<file path="src/rtl/pdpc_pkg.sv">
// package: register map, field positions, codes and timing for the phy diag/power block
package pdpc_pkg;
  // byte register offsets
  localparam logic [7:0] P1_SPECIAL_OFS = 8'h1A;
  localparam logic [7:0] P1_RESULT_OFS  = 8'h1B;
  localparam logic [7:0] P1_CTRL13_OFS  = 8'h1D;
  localparam logic [7:0] P2_SPECIAL_OFS = 8'h2A;
  localparam logic [7:0] P2_RESULT_OFS  = 8'h2B;
  localparam logic [7:0] P2_CTRL13_OFS  = 8'h2D;
  localparam logic [7:0] PWR_MGMT_OFS   = 8'hC3;
  localparam logic [7:0] SLEEP_DLY_OFS  = 8'hC4;
  localparam logic [7:0] FIBER_CFG_OFS  = 8'hC0;
  // special control/status fields
  localparam int SPC_DIST_MSB_BIT = 0;
  localparam int SPC_START_BIT    = 4;
  localparam int SPC_RES_LO_BIT   = 5;
  // port control 13 fields
  localparam int CTL_XOVER_DIS_BIT = 2;
  localparam int CTL_PWRDN_BIT     = 3;
  localparam int CTL_XOVER_STD_BIT = 4;
  // fiber config fields
  localparam int FIB_THR_BIT   = 6;
  localparam int FIB_FAULT_EN_BIT = 5;
  localparam logic [7:0] FIBER_CFG_RST = 8'h20;
  // cable test result codes
  localparam logic [1:0] RES_NORMAL = 2'h0;
  localparam logic [1:0] RES_OPEN   = 2'h1;
  localparam logic [1:0] RES_SHORT  = 2'h2;
  localparam logic [1:0] RES_FAILED = 2'h3;
  // global power mode codes
  localparam logic [1:0] PWR_NORMAL  = 2'h0;
  localparam logic [1:0] PWR_ENERGY  = 2'h1;
  localparam logic [1:0] PWR_SOFTDN  = 2'h2;
  localparam logic [1:0] PWR_SAVING  = 2'h3;
  localparam logic [7:0] PWR_MGMT_RST = 8'h00;
  localparam logic [7:0] SLEEP_DLY_RST = 8'h50;
  localparam logic [7:0] CTRL13_RST   = 8'h00;
  // far-end fault pattern: ones then a single zero
  localparam int FAULT_ONES = 84;
  // timing
  localparam int CLK_MHZ         = 125;
  localparam int QUIET_WAIT_NS   = 800;
  localparam int QUIET_WAIT_CYC  = (QUIET_WAIT_NS * CLK_MHZ + 999) / 1000;
  localparam int SLEEP_TICK_US   = 10;
  localparam int SLEEP_TICK_CYC  = SLEEP_TICK_US * CLK_MHZ;
  localparam int TDR_WIN_CYC     = 512;
endpackage : pdpc_pkg

</file>
<file path="src/rtl/pdpc_fef_tx.sv">
// far-end fault signalling generator for one fiber port
`timescale 1ns/1ps
`default_nettype none
module pdpc_fault_tx #(
  parameter int ONES = pdpc_pkg::FAULT_ONES
) (
  input  wire logic CLK,
  input  wire logic SYS_RST,
  input  wire logic fault,
  input  wire logic idle_gap,
  output logic      bit_valid,
  output logic      bit_value
);
  logic [7:0] cnt_q, cnt_d;
  logic       v_q, v_d, b_q, b_d;

  always_comb begin
    cnt_d = cnt_q;
    v_d   = 1'b0;
    b_d   = 1'b0;
    // pattern only goes out between frames; a new frame restarts it
    if (fault && idle_gap) begin
      v_d = 1'b1;
      if (cnt_q < 8'(ONES)) begin
        b_d   = 1'b1;
        cnt_d = cnt_q + 8'h01;
      end else begin
        b_d   = 1'b0;
        cnt_d = 8'h00;
      end
    end else begin
      cnt_d = 8'h00;
    end
  end

  always_ff @(posedge CLK or posedge SYS_RST) begin
    if (SYS_RST) begin
      cnt_q <= 8'h00;
      v_q   <= 1'b0;
      b_q   <= 1'b0;
    end else begin
      cnt_q <= cnt_d;
      v_q   <= v_d;
      b_q   <= b_d;
    end
  end

  assign bit_valid = v_q;
  assign bit_value = b_q;
endmodule // pdpc_fault_tx
`default_nettype wire

</file>
<file path="src/rtl/pdpc_cable_diag.sv">
// cable diagnostic sequencer for one copper port
`timescale 1ns/1ps
`default_nettype none
module pdpc_cable_diag #(
  parameter int QUIET_CYC = pdpc_pkg::QUIET_WAIT_CYC,
  parameter int WIN_CYC   = pdpc_pkg::TDR_WIN_CYC
) (
  input  wire logic       CLK,
  input  wire logic       SYS_RST,
  input  wire logic       start,
  input  wire logic       fiber_mode,
  input  wire logic       partner_quiet,
  input  wire logic       echo_seen,
  input  wire logic       echo_short,
  output logic            busy,
  output logic            pulse_out,
  output logic [1:0]      result,
  output logic [8:0]      distance
);
  typedef enum logic [1:0] {
    CD_IDLE  = 2'b00,
    CD_QUIET = 2'b01,
    CD_PULSE = 2'b10,
    CD_LISTEN = 2'b11
  } pdpc_cd_e;

  pdpc_cd_e    st_q, st_d;
  logic [9:0]  cnt_q, cnt_d;
  logic [1:0]  res_q, res_d;
  logic [8:0]  dist_q, dist_d;

  always_comb begin
    st_d   = st_q;
    cnt_d  = cnt_q;
    res_d  = res_q;
    dist_d = dist_q;
    case (st_q)
      CD_IDLE: begin
        // copper only: fiber ports ignore the start request
        if (start && !fiber_mode) begin
          st_d  = CD_QUIET;
          cnt_d = 10'h000;
        end
      end
      CD_QUIET: begin
        if (partner_quiet) begin
          st_d  = CD_PULSE;
          cnt_d = 10'h000;
        end else if (cnt_q >= 10'(QUIET_CYC - 1)) begin
          res_d  = pdpc_pkg::RES_FAILED;
          dist_d = 9'h000;
          st_d   = CD_IDLE;
        end else begin
          cnt_d = cnt_q + 10'h001;
        end
      end
      CD_PULSE: begin
        st_d  = CD_LISTEN;
        cnt_d = 10'h000;
      end
      CD_LISTEN: begin
        // echo time is the fault distance count
        if (echo_seen) begin
          res_d  = echo_short ? pdpc_pkg::RES_SHORT : pdpc_pkg::RES_OPEN;
          dist_d = cnt_q[8:0];
          st_d   = CD_IDLE;
        end else if (cnt_q >= 10'(WIN_CYC - 1)) begin
          res_d  = pdpc_pkg::RES_NORMAL;
          dist_d = 9'h000;
          st_d   = CD_IDLE;
        end else begin
          cnt_d = cnt_q + 10'h001;
        end
      end
      default: st_d = CD_IDLE;
    endcase
  end

  always_ff @(posedge CLK or posedge SYS_RST) begin
    if (SYS_RST) begin
      st_q   <= CD_IDLE;
      cnt_q  <= 10'h000;
      res_q  <= 2'h0;
      dist_q <= 9'h000;
    end else begin
      st_q   <= st_d;
      cnt_q  <= cnt_d;
      res_q  <= res_d;
      dist_q <= dist_d;
    end
  end

  assign busy      = (st_q != CD_IDLE);
  assign pulse_out = (st_q == CD_PULSE);
  assign result    = res_q;
  assign distance  = dist_q;
endmodule // pdpc_cable_diag
`default_nettype wire

</file>
<file path="src/rtl/pdpc_top.sv">
// phy diagnostics and power control: registers, crossover, negotiation fallback, power modes
`timescale 1ns/1ps
`default_nettype none
module pdpc_top #(
  parameter int SLEEP_TICK = pdpc_pkg::SLEEP_TICK_CYC
) (
  input  wire logic       CLK,
  input  wire logic       SYS_RST,
  input  wire logic       REG_WR,
  input  wire logic       REG_RD,
  input  wire logic [7:0] REG_ADDR,
  input  wire logic [7:0] REG_WDATA,
  output logic      [7:0] REG_RDATA,
  input  wire logic [1:0] FIBER_MODE,
  input  wire logic [1:0] FIBER_SIGNAL_DETECT_IN,
  input  wire logic [1:0] FIBER_SD_HIGH_IN,
  input  wire logic [1:0] IDLE_GAP,
  input  wire logic [1:0] PARTNER_ADV_SEEN,
  input  wire logic [1:0] FIXED_SIG_100,
  input  wire logic [1:0] AUTONEG_EN,
  input  wire logic [1:0] CABLE_ENERGY,
  input  wire logic [1:0] PARTNER_QUIET,
  input  wire logic [1:0] ECHO_SEEN,
  input  wire logic [1:0] ECHO_SHORT,
  output logic      [1:0] FAR_END_FAULT,
  output logic      [1:0] FAULT_BIT_VALID,
  output logic      [1:0] FAULT_BIT_VALUE,
  output logic      [1:0] XOVER_AUTO_EN,
  output logic      [1:0] XOVER_STD_SCHEME,
  output logic      [1:0] TEST_PULSE,
  output logic      [1:0] PARALLEL_100,
  output logic      [1:0] PHY_POWER_EN,
  output logic      [1:0] RX_REDUCED,
  output logic            CLOCKS_EN,
  output logic            MAC_POWER_EN,
  output logic            HOST_IF_EN
);
  // pin-side inputs pass a two-stage synchroniser, apart from fiber mode, idle gap, autoneg enable and echo short
  localparam int NSYNC = 14;
  logic [NSYNC-1:0] raw_in, s1_q, s2_q;
  assign raw_in = {FIBER_SIGNAL_DETECT_IN, FIBER_SD_HIGH_IN, PARTNER_ADV_SEEN, FIXED_SIG_100,
                   CABLE_ENERGY, PARTNER_QUIET, ECHO_SEEN};
  always_ff @(posedge CLK or posedge SYS_RST) begin
    if (SYS_RST) begin
      s1_q <= '0;
      s2_q <= '0;
    end else begin
      s1_q <= raw_in;
      s2_q <= s1_q;
    end
  end
  logic [1:0] sd_lo, sd_hi, adv_s, fix_s, nrg_s, quiet_s, echo_s;
  assign {sd_lo, sd_hi, adv_s, fix_s, nrg_s, quiet_s, echo_s} = s2_q;

  // register state
  logic [7:0] ctl_q [2];
  logic [7:0] ctl_d [2];
  logic [7:0] pwr_q, pwr_d, sleep_q, sleep_d, fib_q, fib_d;
  logic [1:0] start_q, start_d;
  logic [7:0] rdata_q, rdata_d;
  logic [1:0] busy, pulse;
  logic [1:0] cres [2];
  logic [8:0] cdist [2];
  logic [1:0] flt_v, flt_b;

  function automatic logic [1:0] port_of(input logic [7:0] a, input logic [7:0] o1, input logic [7:0] o2);
    port_of = {a == o2, a == o1};
  endfunction

  logic [1:0] hit_spc, hit_ctl, hit_res;
  assign hit_spc = port_of(REG_ADDR, pdpc_pkg::P1_SPECIAL_OFS, pdpc_pkg::P2_SPECIAL_OFS);
  assign hit_ctl = port_of(REG_ADDR, pdpc_pkg::P1_CTRL13_OFS, pdpc_pkg::P2_CTRL13_OFS);
  assign hit_res = port_of(REG_ADDR, pdpc_pkg::P1_RESULT_OFS, pdpc_pkg::P2_RESULT_OFS);

  always_comb begin
    pwr_d   = pwr_q;
    sleep_d = sleep_q;
    fib_d   = fib_q;
    for (int p = 0; p < 2; p++) begin
      ctl_d[p] = ctl_q[p];
      // start pulses one cycle; the sequencer itself holds busy
      start_d[p] = 1'b0;
      if (REG_WR && hit_ctl[p]) begin
        ctl_d[p] = REG_WDATA;
      end
      if (REG_WR && hit_spc[p] && REG_WDATA[pdpc_pkg::SPC_START_BIT] && !busy[p]) begin
        start_d[p] = 1'b1;
      end
    end
    if (REG_WR && REG_ADDR == pdpc_pkg::PWR_MGMT_OFS) begin
      pwr_d = REG_WDATA;
    end
    if (REG_WR && REG_ADDR == pdpc_pkg::SLEEP_DLY_OFS) begin
      sleep_d = REG_WDATA;
    end
    if (REG_WR && REG_ADDR == pdpc_pkg::FIBER_CFG_OFS) begin
      fib_d = REG_WDATA;
    end
  end

  // read mux; unmapped addresses read zero
  always_comb begin
    rdata_d = 8'h00;
    if (REG_RD) begin
      for (int p = 0; p < 2; p++) begin
        if (hit_spc[p]) begin
          // start bit reads one until the test ends
          rdata_d = {1'b0, cres[p], busy[p] | start_q[p], 3'b000, cdist[p][8]};
        end
        if (hit_res[p]) begin
          rdata_d = cdist[p][7:0];
        end
        if (hit_ctl[p]) begin
          rdata_d = ctl_q[p];
        end
      end
      if (REG_ADDR == pdpc_pkg::PWR_MGMT_OFS) begin
        rdata_d = pwr_q;
      end
      if (REG_ADDR == pdpc_pkg::SLEEP_DLY_OFS) begin
        rdata_d = sleep_q;
      end
      if (REG_ADDR == pdpc_pkg::FIBER_CFG_OFS) begin
        rdata_d = fib_q;
      end
    end
  end

  always_ff @(posedge CLK or posedge SYS_RST) begin
    if (SYS_RST) begin
      ctl_q[0] <= pdpc_pkg::CTRL13_RST;
      ctl_q[1] <= pdpc_pkg::CTRL13_RST;
      pwr_q    <= pdpc_pkg::PWR_MGMT_RST;
      sleep_q  <= pdpc_pkg::SLEEP_DLY_RST;
      fib_q    <= pdpc_pkg::FIBER_CFG_RST;
      start_q  <= 2'b00;
      rdata_q  <= 8'h00;
    end else begin
      ctl_q[0] <= ctl_d[0];
      ctl_q[1] <= ctl_d[1];
      pwr_q    <= pwr_d;
      sleep_q  <= sleep_d;
      fib_q    <= fib_d;
      start_q  <= start_d;
      rdata_q  <= rdata_d;
    end
  end

  // per-port fault generator and cable sequencer
  logic [1:0] fault;
  for (genvar p = 0; p < 2; p++) begin : g_port
    // threshold select picks which detect comparator counts as signal
    assign fault[p] = FIBER_MODE[p] && fib_q[pdpc_pkg::FIB_FAULT_EN_BIT] &&
                      !(fib_q[pdpc_pkg::FIB_THR_BIT] ? sd_hi[p] : sd_lo[p]);
    pdpc_fault_tx u_flt (
      .CLK       (CLK),
      .SYS_RST   (SYS_RST),
      .fault     (fault[p]),
      .idle_gap  (IDLE_GAP[p]),
      .bit_valid (flt_v[p]),
      .bit_value (flt_b[p])
    );
    pdpc_cable_diag u_diag (
      .CLK           (CLK),
      .SYS_RST       (SYS_RST),
      .start         (start_q[p]),
      .fiber_mode    (FIBER_MODE[p]),
      .partner_quiet (quiet_s[p]),
      .echo_seen     (echo_s[p]),
      .echo_short    (ECHO_SHORT[p]),
      .busy          (busy[p]),
      .pulse_out     (pulse[p]),
      .result        (cres[p]),
      .distance      (cdist[p])
    );
  end

  // energy detect sleep timer: delay counts in ticks
  // any port with energy keeps the whole chip awake, so one live cable blocks sleep
  logic [31:0] tick_q, tick_d;
  logic [7:0]  quiet_q, quiet_d;
  logic        asleep_q, asleep_d;
  always_comb begin
    tick_d   = tick_q;
    quiet_d  = quiet_q;
    asleep_d = asleep_q;
    if (pwr_q[1:0] != pdpc_pkg::PWR_ENERGY || |nrg_s) begin
      tick_d   = 32'h0;
      quiet_d  = 8'h00;
      asleep_d = 1'b0;
    end else if (!asleep_q) begin
      if (tick_q >= 32'(SLEEP_TICK - 1)) begin
        tick_d = 32'h0;
        if (quiet_q >= sleep_q) begin
          asleep_d = 1'b1;
        end else begin
          quiet_d = quiet_q + 8'h01;
        end
      end else begin
        tick_d = tick_q + 32'h1;
      end
    end
  end

  always_ff @(posedge CLK or posedge SYS_RST) begin
    if (SYS_RST) begin
      tick_q   <= 32'h0;
      quiet_q  <= 8'h00;
      asleep_q <= 1'b0;
    end else begin
      tick_q   <= tick_d;
      quiet_q  <= quiet_d;
      asleep_q <= asleep_d;
    end
  end

  // outputs, all registered
  logic [1:0] far_d, fv_d, fb_d, xa_d, xs_d, tp_d, p100_d, phy_d, rxr_d;
  logic       clk_d, mac_d, host_d;
  logic [1:0] far_q, fv_q, fb_q, xa_q, xs_q, tp_q, p100_q, phy_q, rxr_q;
  logic       clk_q, mac_q, host_q;
  logic       soft_dn;
  assign soft_dn = (pwr_q[1:0] == pdpc_pkg::PWR_SOFTDN);
  always_comb begin
    clk_d  = !soft_dn && !asleep_q;
    mac_d  = clk_d;
    host_d = clk_d;
    for (int p = 0; p < 2; p++) begin
      far_d[p]  = fault[p];
      fv_d[p]   = flt_v[p];
      fb_d[p]   = flt_b[p];
      xa_d[p]   = !ctl_q[p][pdpc_pkg::CTL_XOVER_DIS_BIT] && !FIBER_MODE[p];
      xs_d[p]   = ctl_q[p][pdpc_pkg::CTL_XOVER_STD_BIT];
      tp_d[p]   = pulse[p];
      // no advertisement: speed follows the fixed line signal
      p100_d[p] = adv_s[p] ? p100_q[p] : fix_s[p];
      phy_d[p]  = !ctl_q[p][pdpc_pkg::CTL_PWRDN_BIT] && clk_d;
      rxr_d[p]  = pwr_q[1:0] == pdpc_pkg::PWR_SAVING && AUTONEG_EN[p] && !nrg_s[p];
    end
  end

  always_ff @(posedge CLK or posedge SYS_RST) begin
    if (SYS_RST) begin
      far_q  <= 2'b00;
      fv_q   <= 2'b00;
      fb_q   <= 2'b00;
      xa_q   <= 2'b00;
      xs_q   <= 2'b00;
      tp_q   <= 2'b00;
      p100_q <= 2'b00;
      phy_q  <= 2'b00;
      rxr_q  <= 2'b00;
      clk_q  <= 1'b0;
      mac_q  <= 1'b0;
      host_q <= 1'b0;
    end else begin
      far_q  <= far_d;
      fv_q   <= fv_d;
      fb_q   <= fb_d;
      xa_q   <= xa_d;
      xs_q   <= xs_d;
      tp_q   <= tp_d;
      p100_q <= p100_d;
      phy_q  <= phy_d;
      rxr_q  <= rxr_d;
      clk_q  <= clk_d;
      mac_q  <= mac_d;
      host_q <= host_d;
    end
  end

  assign REG_RDATA        = rdata_q;
  assign FAR_END_FAULT    = far_q;
  assign FAULT_BIT_VALID  = fv_q;
  assign FAULT_BIT_VALUE  = fb_q;
  assign XOVER_AUTO_EN    = xa_q;
  assign XOVER_STD_SCHEME = xs_q;
  assign TEST_PULSE       = tp_q;
  assign PARALLEL_100     = p100_q;
  assign PHY_POWER_EN     = phy_q;
  assign RX_REDUCED       = rxr_q;
  assign CLOCKS_EN        = clk_q;
  assign MAC_POWER_EN     = mac_q;
  assign HOST_IF_EN       = host_q;
endmodule // pdpc_top
`default_nettype wire

</file>
<file path="config.mk">
export PLATFORM = sky130hd
export DESIGN_NAME = pdpc_top
export DESIGN_NICKNAME = d
export VERILOG_FILES = /design/src/rtl/pdpc_pkg.sv /design/src/rtl/pdpc_fef_tx.sv /design/src/rtl/pdpc_cable_diag.sv /design/src/rtl/pdpc_top.sv
export SDC_FILE = /design/constraint.sdc
export NUM_CORES = 1
export LEC_CHECK = 0
export ABC_AREA = 0
export ABC_CLOCK_PERIOD_IN_PS = 7600
export BUFFER_PORTS_ARGS = -buffer_cell sky130_fd_sc_hd__buf_2
export CAP_MARGIN = 20
export CORE_UTILIZATION = 45
export DETAILED_ROUTE_END_ITERATION = 7
export GPL_TIMING_DRIVEN = 0
export PLACE_DENSITY_LB_ADDON = 0.2
export SYNTH_ARGS = -nofsm -noshare
export SYNTH_HDL_FRONTEND = slang
export SYNTH_SLANG_ARGS = --single-unit
export TNS_END_PERCENT = 100
</file>
<file path="constraint.sdc">
create_clock -name CLK -period 7.6 [get_ports CLK]
set_clock_uncertainty 0.15 [all_clocks]
set_input_delay 0.76 -clock CLK [delete_from_list [all_inputs] [get_ports CLK]]
set_output_delay 0.76 -clock CLK [all_outputs]
set_load 0.005 [all_outputs]
</file>
# Yosys cells after proc, flatten, opt, wreduce, memory -nomap -nowiden
# Index checks and enable logic that the tools add are counted.
classes:
  n_eq_ne: 36
  n_bitwise: 2
  addsub: 6
  order_cmp: 8
  n_reduce_logical: 58
  muxes: 79
op_table:
  columns: ["cell", "count"]
  rows:
  - ["$mux 8", 17]
  - ["$mux 10", 10]
  - ["$mux 32", 3]
  - ["$pmux 10 s4", 2]
  - ["$mux 9", 8]
  - ["$mux 2", 18]
  - ["$pmux 9 s2", 2]
  - ["$add 32x1->32 const B", 1]
  - ["$ge 32x11->1 const B", 1]
  - ["$logic_and 1x1->1", 28]
  - ["$add 8x1->8 const B", 3]
  - ["$eq 8x5->1 const B", 3]
  - ["$eq 8x6->1 const B", 3]
  - ["$eq 8x8->1 const B", 3]
  - ["$add 10x1->10 const B", 2]
  - ["$ge 10x7->1 const B", 2]
  - ["$ge 10x9->1 const B", 2]
  - ["$lt 8x7->1 const B", 2]
  - ["$pmux 2 s4", 2]
  - ["$reduce_and 4->1", 4]
  - ["$logic_not 1->1", 14]
  - ["$mux 1", 14]
  - ["$ne 2x2->1 const B", 7]
  - ["$eq 2x2->1 const B", 6]
  - ["13 further kinds", 32]
totals:
  output_inout_bits: 29
  word_cells: 226
  inputBits: 42
  reg_bits: 204

# Logic depth before layout (Yosys ltp)
# Gate-level depths: netlist (run 1).
depth:
  word_depth: 12
  mapped_depth: 9
  depth_no_buf: 8

# Modules after synthesis
# From an unflattened synthesis (run 1), not the netlist that was laid out.
hier_totals:
  cells_unflattened: 849
  area_unflattened_um2: 9203.8
modules_own_cells:
  columns: ["mod", "cells_each", "area_per_inst_um2", "n_inst"]
  rows:
  - ["pdpc_top", 529, 5993.2, 1]
  - ["pdpc_cable_diag", 124, 1188.6, 2]
  - ["pdpc_fault_tx", 36, 416.6, 2]

# Worst setup path after synthesis (run 1)
# OpenSTA, ideal clock, no wires.
synth_path:
  kind: "input port to flip-flop"
  startpoint: "in REG_ADDR[5]"
  endpoint: "reg sleep_q[0]"
  path_stages: 6
  arrival_time_ns: 2.199
  n_path_buf: 2
  required_ns: 7.325
  slack_ns: 5.127
  cell_sequence: "or4_1 > buf_6 > nor3_4 > and3_1 > buf_2 > mux2_2"
synth_between:
  elab_chain_cells: 2
synth_lines:
  columns: ["item", "line", "source"]
  rows:
  - ["start, declared", "pdpc_top.sv:11", "input wire logic [7:0] REG_ADDR,"]
  - ["$eq 8x8->1", "pdpc_top.sv:93", "if (REG_WR && REG_ADDR == pdpc_pkg::SLEEP_DLY_OFS) begin"]
  - ["$logic_and 1x1->1", "pdpc_top.sv:93", null]
  - ["end signal, assigned", "pdpc_top.sv:134", "sleep_q <= pdpc_pkg::SLEEP_DLY_RST;"]
  - ["end signal, assigned", "pdpc_top.sv:142", "sleep_q <= sleep_d;"]
  - ["end, declared", "pdpc_top.sv:58", "logic [7:0] pwr_q, pwr_d, sleep_q, sleep_d, fib_q, fib_d;"]
# Every way passes these cells.
# A chain may end at the register's enable or synchronous reset.

# Worst setup path in the final report (run 1)
layout_path:
  startpoint: "in REG_ADDR[4]"
  endpoint: "reg rdata_q[5], in the netlist REG_RDATA[5]"
layout_between:
  elab_chain_cells: 11
layout_lines:
  columns: ["item", "line", "source"]
  rows:
  - ["$eq 8x5->1", "pdpc_top.sv:67", "port_of = {a == o2, a == o1};"]
  - ["$mux 7", "pdpc_top.sv:106", "if (hit_spc[p]) begin"]
  - ["$mux 8", "pdpc_top.sv:110", "if (hit_res[p]) begin"]
  - ["$mux 8", "pdpc_top.sv:113", "if (hit_ctl[p]) begin"]
  - ["$mux 8", "pdpc_top.sv:106", null]
  - ["$mux 8", "pdpc_top.sv:110", null]
  - ["$mux 8", "pdpc_top.sv:113", null]
  - ["$mux 8", "pdpc_top.sv:117", "if (REG_ADDR == pdpc_pkg::PWR_MGMT_OFS) begin"]
  - ["$mux 8", "pdpc_top.sv:120", "if (REG_ADDR == pdpc_pkg::SLEEP_DLY_OFS) begin"]
  - ["$mux 8 *", "pdpc_top.sv:123", "if (REG_ADDR == pdpc_pkg::FIBER_CFG_OFS) begin"]
  - ["$mux 8 *", "pdpc_top.sv:104", "if (REG_RD) begin"]
  - ["named net rdata_d[5]", "pdpc_top.sv:60", "logic [7:0] rdata_q, rdata_d;"]
  - ["end signal, assigned", "pdpc_top.sv:145", "rdata_q <= rdata_d;"]
  - ["end, declared", "pdpc_top.sv:60", null]
# Mark *: on every way through the listed nets, which the timed path passes. The rest lies on a longest branch.

==> PnR_summary.wiki, run 1 <==
{| class="wikitable"
! Metric !! Value
|-
| Power density over the cells || 258 nW/um2
|-
| Final clock period utilization by the worst path || approximately 33%
|-
| Crit path largest cell delay || 800 ps
|-
| Critical path startpoint category || input port
|-
| Data arrival time at the worst-slack endpoint || roughly 2800 ps
|-
| Cts bufs inserted || 23
|-
| Initial antenna violation count || 0
|-
| Synth Warn # || 0
|-
| Proportion of layout cells with a drive suffix above 1 || 19.7%
|-
| Worst rel slew slack || between 30% and 40%
|-
| Nets || between 900 and 1000
|-
| Number of iterations in the first detailed-routing pass || 5
|-
| Top post-synthesis cells by count || sky130_fd_sc_hd__dfrtp_1, sky130_fd_sc_hd__nor2_1, sky130_fd_sc_hd__nand2_1
|-
| Unrepaired setup endpoints after global routing || false
|-
| Pin slew with the least headroom to its limit || between 900 and 1000 ps
|-
| Number of fill cells in the layout || between 1500 and 2000
|-
| Number of enable-type register cells in the synthesized netlist || 0
|-
| Buffer type at the clock tree root || sky130_fd_sc_hd__clkbuf_16
|-
| Syn-to-layout area delta || 16.8%
|-
| Drt via density || roughly 5.5
|-
| Number of setup buffers added after CTS || 0
|-
| List of cells traversed by the critical path || buf_2 -> nor4b_1 -> and3_1 -> clkbuf_1 -> a22oi_1 -> a41oi_1
|-
| Post_cts resized || 0
|-
| Hold WS || roughly 170 ps
|-
| Cell area after technology mapping || 8940 um2
|-
| RePlAce Congestion || around 0.83
|-
| Via count of the first global-routing pass || between 6000 and 7000
|-
| Distinct cell type count after synthesis || between 60 and 70
|-
| Post-synth top area share || 56.3%
|-
| Leakage component of the power || 4.95 nW
|-
| Worst endpoint required time || roughly 7800 ps
|-
| Core utilization of the finished layout || 53.7%
|-
| Seq cells post-synth || 204
|-
| DIE HEIGHT || between 100 and 150 um
|-
| Routed via count || 6451
|-
| DRC Markers || 0
|-
| H-Tree Depth || 1
|-
| Worst-skew pair later-pin latency || approximately 500 ps
|-
| Floorplan row count || 51
|-
| WS Path Type || input port to flop
|-
| Number of standard cells in the final layout excluding fillers || approximately 1200
|-
| Sequential fraction of the synthesis area || a little under three fifths
|-
| Most area-consuming cells after synthesis || sky130_fd_sc_hd__dfrtp_1, sky130_fd_sc_hd__mux2_2, sky130_fd_sc_hd__nor2_1
|-
| Sequential Area || between 5000 and 6000 um2
|-
| Run status || finished clean
|-
| Post-Synthesis Mean Instance Area || ~11 um2
|-
| Share of synthesized registers carrying an async set or reset || 100%
|-
| Dominant cell type by area after synthesis || sky130_fd_sc_hd__dfrtp_1
|-
| Post-Route Setup TNS || 0 ps
|-
| Initial DRC Count || around 400
|-
| Overflow left after global routing || 0
|-
| Crit end category || flop
|-
| IO buf count || slightly below 70
|-
| Max-cap violations || 0
|-
| First-pass GRT wire length || ~32 mm
|-
| Min Tclk post-route || around 2500 ps
|-
| Overall die area || 20400 um2
|-
| Global routing usage summed across all routing layers || between 20% and 30%
|-
| Maximum clock insertion buffer count || 3
|-
| Area of the placeable core || 19500 um2
|-
| CTS tree || yes
|-
| Count of antenna-violating nets left after detailed routing || 0
|-
| I/O Pins || 71
|-
| Routed length per instance || approximately 17 um
|-
| Setup violators final || 0
|-
| Largest driver fanout on the critical path || 7
|-
| Max-slew violation count || 0
|-
| Final wirelength || ~20 mm
|-
| Initial standard-cell utilization of the core || between 40% and 50%
|-
| Area of the multi-input gates || roughly 3600 um2
|-
| Die boundary width || 143 um
|-
| Critical-path top delay cell || sky130_fd_sc_hd__nor4b_1
|-
| Count leader, synth || sky130_fd_sc_hd__dfrtp_1
|-
| Mapped Cells || between 800 and 900
|-
| R2R depth || 7
|-
| Path category of the worst min-delay check || input port to async pin
|-
| Max Freq || approximately 400 MHz
|-
| Number of buffers added to fix hold violations after cts || 0
|-
| Primary flip-flop cell chosen by synthesis mapping || sky130_fd_sc_hd__dfrtp_1
|-
| Ant diodes || 0
|-
| Cell Count Post-Placement || ~1100
|-
| Maximum number of pins on one net before global-route repair || between 100 and 150
|-
| Hold Vio Cnt, Final || 0
|-
| Half-perimeter wire length after placement || between 10 and 15 mm
|-
| Clock Pin Slew Worst Setup and Hold Paths || ~60 ps
|-
| Worst-case vdd ir drop || roughly 180 uV
|-
| Clock Sinks || 204
|}
critical path: cells and delay by family:
kind | cells | cell delay [ps]
buf+inv | 2 | 430
compound gates | 2 | 500
simple gates | 2 | 1050
flip-flops by register name (all words and copies together) (netlist names), 14 cells and up, named ones only:
register	count
g_port.u_diag.distance	18
g_port.u_diag.cnt_q	20
tick_q	32
ctl_q	16
g_port.u_flt.cnt_q	16
s1_q	14
s2_q	14
metal layers:
| layer | GRT usage (%) | up-vias | wire length [um] |
|---|---|---|---|
| met5 | 0 | - | 0 |
| met1 | 30.4 | 3197 | 9960 |
| met3 | 3.05 | 27 | 824 |
| li1 | - | 3092 | - |
| met4 | 4.92 | 0 | 351 |
| met2 | 30.4 | 135 | 8590 |
cell usage in the layout (no fill, tap or decap), types with 4 or more instances in the layout:
cell / count
sky130_fd_sc_hd__o31ai_1: 8
sky130_fd_sc_hd__or4_1: 4
sky130_fd_sc_hd__nor2b_1: 11
sky130_fd_sc_hd__mux2_2: 35
sky130_fd_sc_hd__nor3b_1: 5
sky130_fd_sc_hd__ha_1: 16
sky130_fd_sc_hd__inv_1: 27
sky130_fd_sc_hd__and3_1: 32
sky130_fd_sc_hd__nor4_1: 10
sky130_fd_sc_hd__buf_2: 80
sky130_fd_sc_hd__o211ai_1: 4
sky130_fd_sc_hd__nand2b_1: 11
sky130_fd_sc_hd__mux2i_1: 7
sky130_fd_sc_hd__xnor2_1: 10
sky130_fd_sc_hd__xor2_1: 13
sky130_fd_sc_hd__nand3_1: 27
sky130_fd_sc_hd__dfrtp_1: 201
sky130_fd_sc_hd__buf_6: 4
sky130_fd_sc_hd__a22o_1: 25
sky130_fd_sc_hd__nor2_1: 73
sky130_fd_sc_hd__nand4_1: 4
sky130_fd_sc_hd__nor3_1: 8
sky130_fd_sc_hd__clkbuf_1: 19
sky130_fd_sc_hd__a21o_1: 4
sky130_fd_sc_hd__a222oi_1: 7
sky130_fd_sc_hd__a22oi_1: 10
sky130_fd_sc_hd__and2_1: 11
sky130_fd_sc_hd__clkbuf_8: 5
sky130_fd_sc_hd__a21oi_1: 35
sky130_fd_sc_hd__o21a_1: 4
sky130_fd_sc_hd__a31oi_1: 15
sky130_fd_sc_hd__a41oi_1: 6
sky130_fd_sc_hd__clkbuf_16: 23
sky130_fd_sc_hd__nand2_1: 64
sky130_fd_sc_hd__o21ai_0: 42
sky130_fd_sc_hd__buf_4: 4
stage by stage:
stage	area, um2	power (mW)	setup WS [ps]
3_5_place_dp	9660	1.57	4360
4_1_cts	10400	2.72	4920
2_1_floorplan	8940	1.46	1130
3_3_place_gp	9620	1.57	-1200
6_report	10400	2.69	5080
5_1_grt	10400	2.82	4970
where the power goes:
| group | switching (mW) | total (mW) | leakage, nW | internal, mW |
|---|---|---|---|---|
| registers | 0.0541 | 1.21 | 2.69 | 1.16 |
| logic | 0.220 | 0.340 | 1.88 | 0.120 |
| clock network | 0.434 | 1.14 | 0.384 | 0.705 |
| total | 0.708 | 2.69 | 4.95 | 1.99 |
cell type report:
class | instances | share of cell area, %
buffer | 31 | 1.63
clock buffer | 33 | 6.35
clock inverter | 7 | 1.09
inverter | 28 | 1.08
multi-input combinational | 543 | 34.1
sequential | 204 | 48.9
tap | 265 | 3.17
timing repair buffer | 72 | 3.69
logic make-up after synthesis:
family                     synth area share, %
xor gates and xnor gates                  2.25
and+or+nand+nor                           16.0
DFF                                       57.2
other                                   0.0420
muxes                                     5.19
AOI/OAI and AO/OA                         14.0
adders and majority gates                 2.24
buffers and inverters                     3.08
final timing paths:
check                                          start                      endpoint  slack [ps]
setup / recovery                         REG_ADDR[4]                  REG_RDATA[5]        5080
hold / removal                               SYS_RST                       s2_q[9]         170
setup reg to reg           g_port[0].u_diag.cnt_q[0]  g_port[0].u_diag.distance[4]        5160
hold reg to reg                              s1_q[0]                       s2_q[0]         200
max in group asynchronous                    SYS_RST     g_port[0].u_diag.cnt_q[9]        6140
min in group CLK                             s1_q[0]                       s2_q[0]         200
Power figures use the tool's default switching activity.
==> inputs of run 2 (changes only) <==
--- a/config.mk
+++ b/config.mk
@@ -6,7 +6,7 @@
 export NUM_CORES = 1
 export LEC_CHECK = 0
 export ABC_AREA = 0
-export ABC_CLOCK_PERIOD_IN_PS = 7600
+export ABC_CLOCK_PERIOD_IN_PS = 2250
 export BUFFER_PORTS_ARGS = -buffer_cell sky130_fd_sc_hd__buf_2
 export CAP_MARGIN = 20
 export CORE_UTILIZATION = 45
==> constraint.sdc (replaced) <==
create_clock -name CLK -period 2.25 [get_ports CLK]
set_clock_uncertainty 0.15 [all_clocks]
set_input_delay 0.225 -clock CLK [delete_from_list [all_inputs] [get_ports CLK]]
set_output_delay 0.225 -clock CLK [all_outputs]
set_load 0.005 [all_outputs]
==> run 2 against run 1 <==
Net effect:
- global-route usage increased by 0.89 points
- utilization is 3.3 points higher
- sequential power rose to 3.4 times the previous value
- via count is 2.9% higher
- first-iteration DRC count rose by 6.5%
- hold slack got worse by 58 ps
- critical path depth increased by 1
- setup slack got worse by 5100 ps
- non-clock buffer count up 47
- sequential cell count did not move
- clock power grew to 3.4 times the previous value
- design area increased by 6.2%
==> PnR_summary.wiki, run 2 (same netlist as run 1, synthesis figures left out) <==
{| class="wikitable"
! Metric !! Value
|-
| Final wirelength || 20.6 mm (was 19.7 mm)
|-
| R2R depth || 7 (unchanged)
|-
| Cts bufs inserted || 23 (unchanged)
|-
| Core utilization of the finished layout || 57.0% (was 53.7%)
|-
| Run status || finished clean (unchanged)
|-
| Most frequent cells in the layout || sky130_fd_sc_hd__dfrtp_1, sky130_fd_sc_hd__buf_2, sky130_fd_sc_hd__nor2_1, sky130_fd_sc_hd__nand2_1, sky130_fd_sc_hd__o21ai_0 (unchanged)
|-
| Worst rel slew slack || 35.4% (was 38.0%)
|-
| DIE HEIGHT || 143 um (unchanged)
|-
| Area of the placeable core || 19500 um2 (unchanged)
|-
| Number of standard cells in the final layout excluding fillers || 1232 (was 1183)
|-
| IO buf count || 69 (unchanged)
|-
| Worst endpoint required time || 2530 ps (was 7830 ps)
|-
| Maximum clock insertion buffer count || 3 (unchanged)
|-
| Max Freq || about 450 MHz
|-
| DRC Markers || 0 (unchanged)
|-
| Max-cap violations || 0 (unchanged)
|-
| Floorplan row count || 51 (unchanged)
|-
| Via count of the first global-routing pass || 6451 (was 6211)
|-
| Clock Pin Slew Worst Setup and Hold Paths || 60 ps (about the same)
|-
| Routed length per instance || 16.7 um (about the same)
|-
| Max-slew violation count || 0 (unchanged)
|-
| WS Path Type || flop to flop (was input port to flop)
|-
| Overall die area || 20400 um2 (unchanged)
|-
| H-Tree Depth || 1 (unchanged)
|-
| Final clock period utilization by the worst path || between 90% and 100%
|-
| Critical path startpoint category || flop (was input port)
|-
| Leakage component of the power || 5.21 nW (was 4.95 nW)
|-
| Min Tclk post-route || around 2200 ps
|-
| Path category of the worst min-delay check || input port to flop (was input port to async pin)
|-
| Drt via density || 5.39 (was 5.45)
|-
| Final non-filler cell area || 11100 um2 (was 10400 um2)
|-
| Largest register FFs || 32 (unchanged)
|-
| Initial antenna violation count || 0 (unchanged)
|-
| Hold WS || 109 ps (was 167 ps)
|-
| Pin slew with the least headroom to its limit || 956 ps (was 917 ps)
|-
| Die boundary width || 143 um (unchanged)
|-
| Global routing usage summed across all routing layers || 21.1% (was 20.2%)
|-
| Post-Route Setup TNS || 0 ps (unchanged)
|-
| Overflow left after global routing || 0 (unchanged)
|-
| Ant diodes || 0 (unchanged)
|-
| Min-Delay Path Depth || 4
|-
| Placement-stage cell area || 9750 um2 (was 9660 um2)
|-
| Number of iterations in the first detailed-routing pass || 5 (unchanged)
|-
| Crit end category || flop (unchanged)
|-
| Buffer type at the clock tree root || sky130_fd_sc_hd__clkbuf_16 (unchanged)
|-
| Syn-to-layout area delta || 24.0% (was 16.8%)
|-
| Worst-case vdd ir drop || 679 uV (was 179 uV)
|-
| Nets || 1008 (was 961)
|-
| Setup violators final || 0 (unchanged)
|-
| Worst-skew pair later-pin latency || 500 ps (about the same)
|-
| Cell Count Post-Placement || 1147 (was 1142)
|-
| Count of antenna-violating nets left after detailed routing || 0 (unchanged)
|-
| RePlAce Congestion || 0.857 (was 0.832)
|-
| Routed via count || 6636 (was 6451)
|-
| Initial standard-cell utilization of the core || 45.9% (unchanged)
|-
| Data arrival time at the worst-slack endpoint || 2510 ps (was 2750 ps)
|-
| Most flop-heavy register || tick_q (unchanged)
|-
| I/O Pins || 71 (unchanged)
|-
| Hold Vio Cnt, Final || 0 (unchanged)
|-
| Most common cell after layout, fill and taps aside || sky130_fd_sc_hd__dfrtp_1 (unchanged)
|-
| Unrepaired setup endpoints after global routing || true (was false)
|-
| Power density over the cells || 843 nW/um2 (was 258 nW/um2)
|-
| CTS tree || yes (unchanged)
|-
| Initial DRC Count || 423 (was 397)
|-
| Largest driver fanout on the critical path || 10 (was 7)
|-
| Maximum number of pins on one net before global-route repair || 40 (was 132)
|-
| Half-perimeter wire length after placement || 14.2 mm (was 13.6 mm)
|-
| Proportion of layout cells with a drive suffix above 1 || 23.0% (was 19.7%)
|-
| First-pass GRT wire length || 33.8 mm (was 32.5 mm)
|-
| Clock Sinks || 204 (unchanged)
|-
| Register-to-register path setup slack || 20 ps (was 5160 ps)
|}
==> run 2: per-layer routing <==
| layer | wire (um) | vias to the layer above | global-route usage, % |
|---|---|---|---|
| li1 | - | 3182 | - |
| met1 | 9950 | 3283 | 30.9 |
| met2 | 9530 | 151 | 33.1 |
| met3 | 924 | 20 | 3.32 |
| met4 | 229 | 0 | 4.41 |
| met5 | 0 | - | 0 |
==> run 2: repair_timing <==
action | 4_1_cts | 5_1_grt
setup endpoints to repair | 47 | 44
pin swaps | 6 | 5
gates resized for setup | 10 | 27
buffers inserted | 5 | 4
hold endpoints to repair | 105 | 0
hold buffers | 34 | 0
==> run 2: final cells by class <==
class                           count  area, um2
Buffer                             30        173
Clock buffer                       30        622
Clock inverter                     12        178
Fill cell                        1647       8380
Inverter                           28        109
Multi-Input combinational cell    543       3670
Sequential cell                   204       5110
Tap cell                          265        332
Timing Repair Buffer              120        890
==> run 2: final timing paths <==
path / from / to
worst min-delay path: REG_ADDR[3] / start_q[0]
min in group asynchronous: SYS_RST / PARALLEL_100[1]
max in group asynchronous: SYS_RST / sleep_q[4]
worst min register to register: s1_q[4] / s2_q[4]
worst max register to register: tick_q[18] / quiet_q[6]
worst max-delay path: tick_q[18] / quiet_q[6]
==> run 2: critical path: stages, from the launching register on <==
cell and delay [ps]:
sky130_fd_sc_hd__dfrtp_2 440, sky130_fd_sc_hd__or4_1 520, sky130_fd_sc_hd__nor3_2 170, sky130_fd_sc_hd__and4bb_2 300, sky130_fd_sc_hd__o21ai_2 110, sky130_fd_sc_hd__buf_6 180
sky130_fd_sc_hd__nand3_1 90, sky130_fd_sc_hd__mux2i_1 190
==> run 2: power by group <==
group	internal, mW	total, mW	switching [mW]
clock	2.42	3.90	1.48
combinational	0.533	1.34	0.810
sequential	3.92	4.11	0.189
total	6.88	9.35	2.47
==> run 2: stage by stage <==
step | setup WS, ps | power [mW]
floorplan | -767 | 4.93
global placement | -2030 | 5.30
detailed placement | -419 | 5.34
CTS | 13.1 | 9.40
global route | -35.4 | 9.80
finish | 17.7 | 9.35
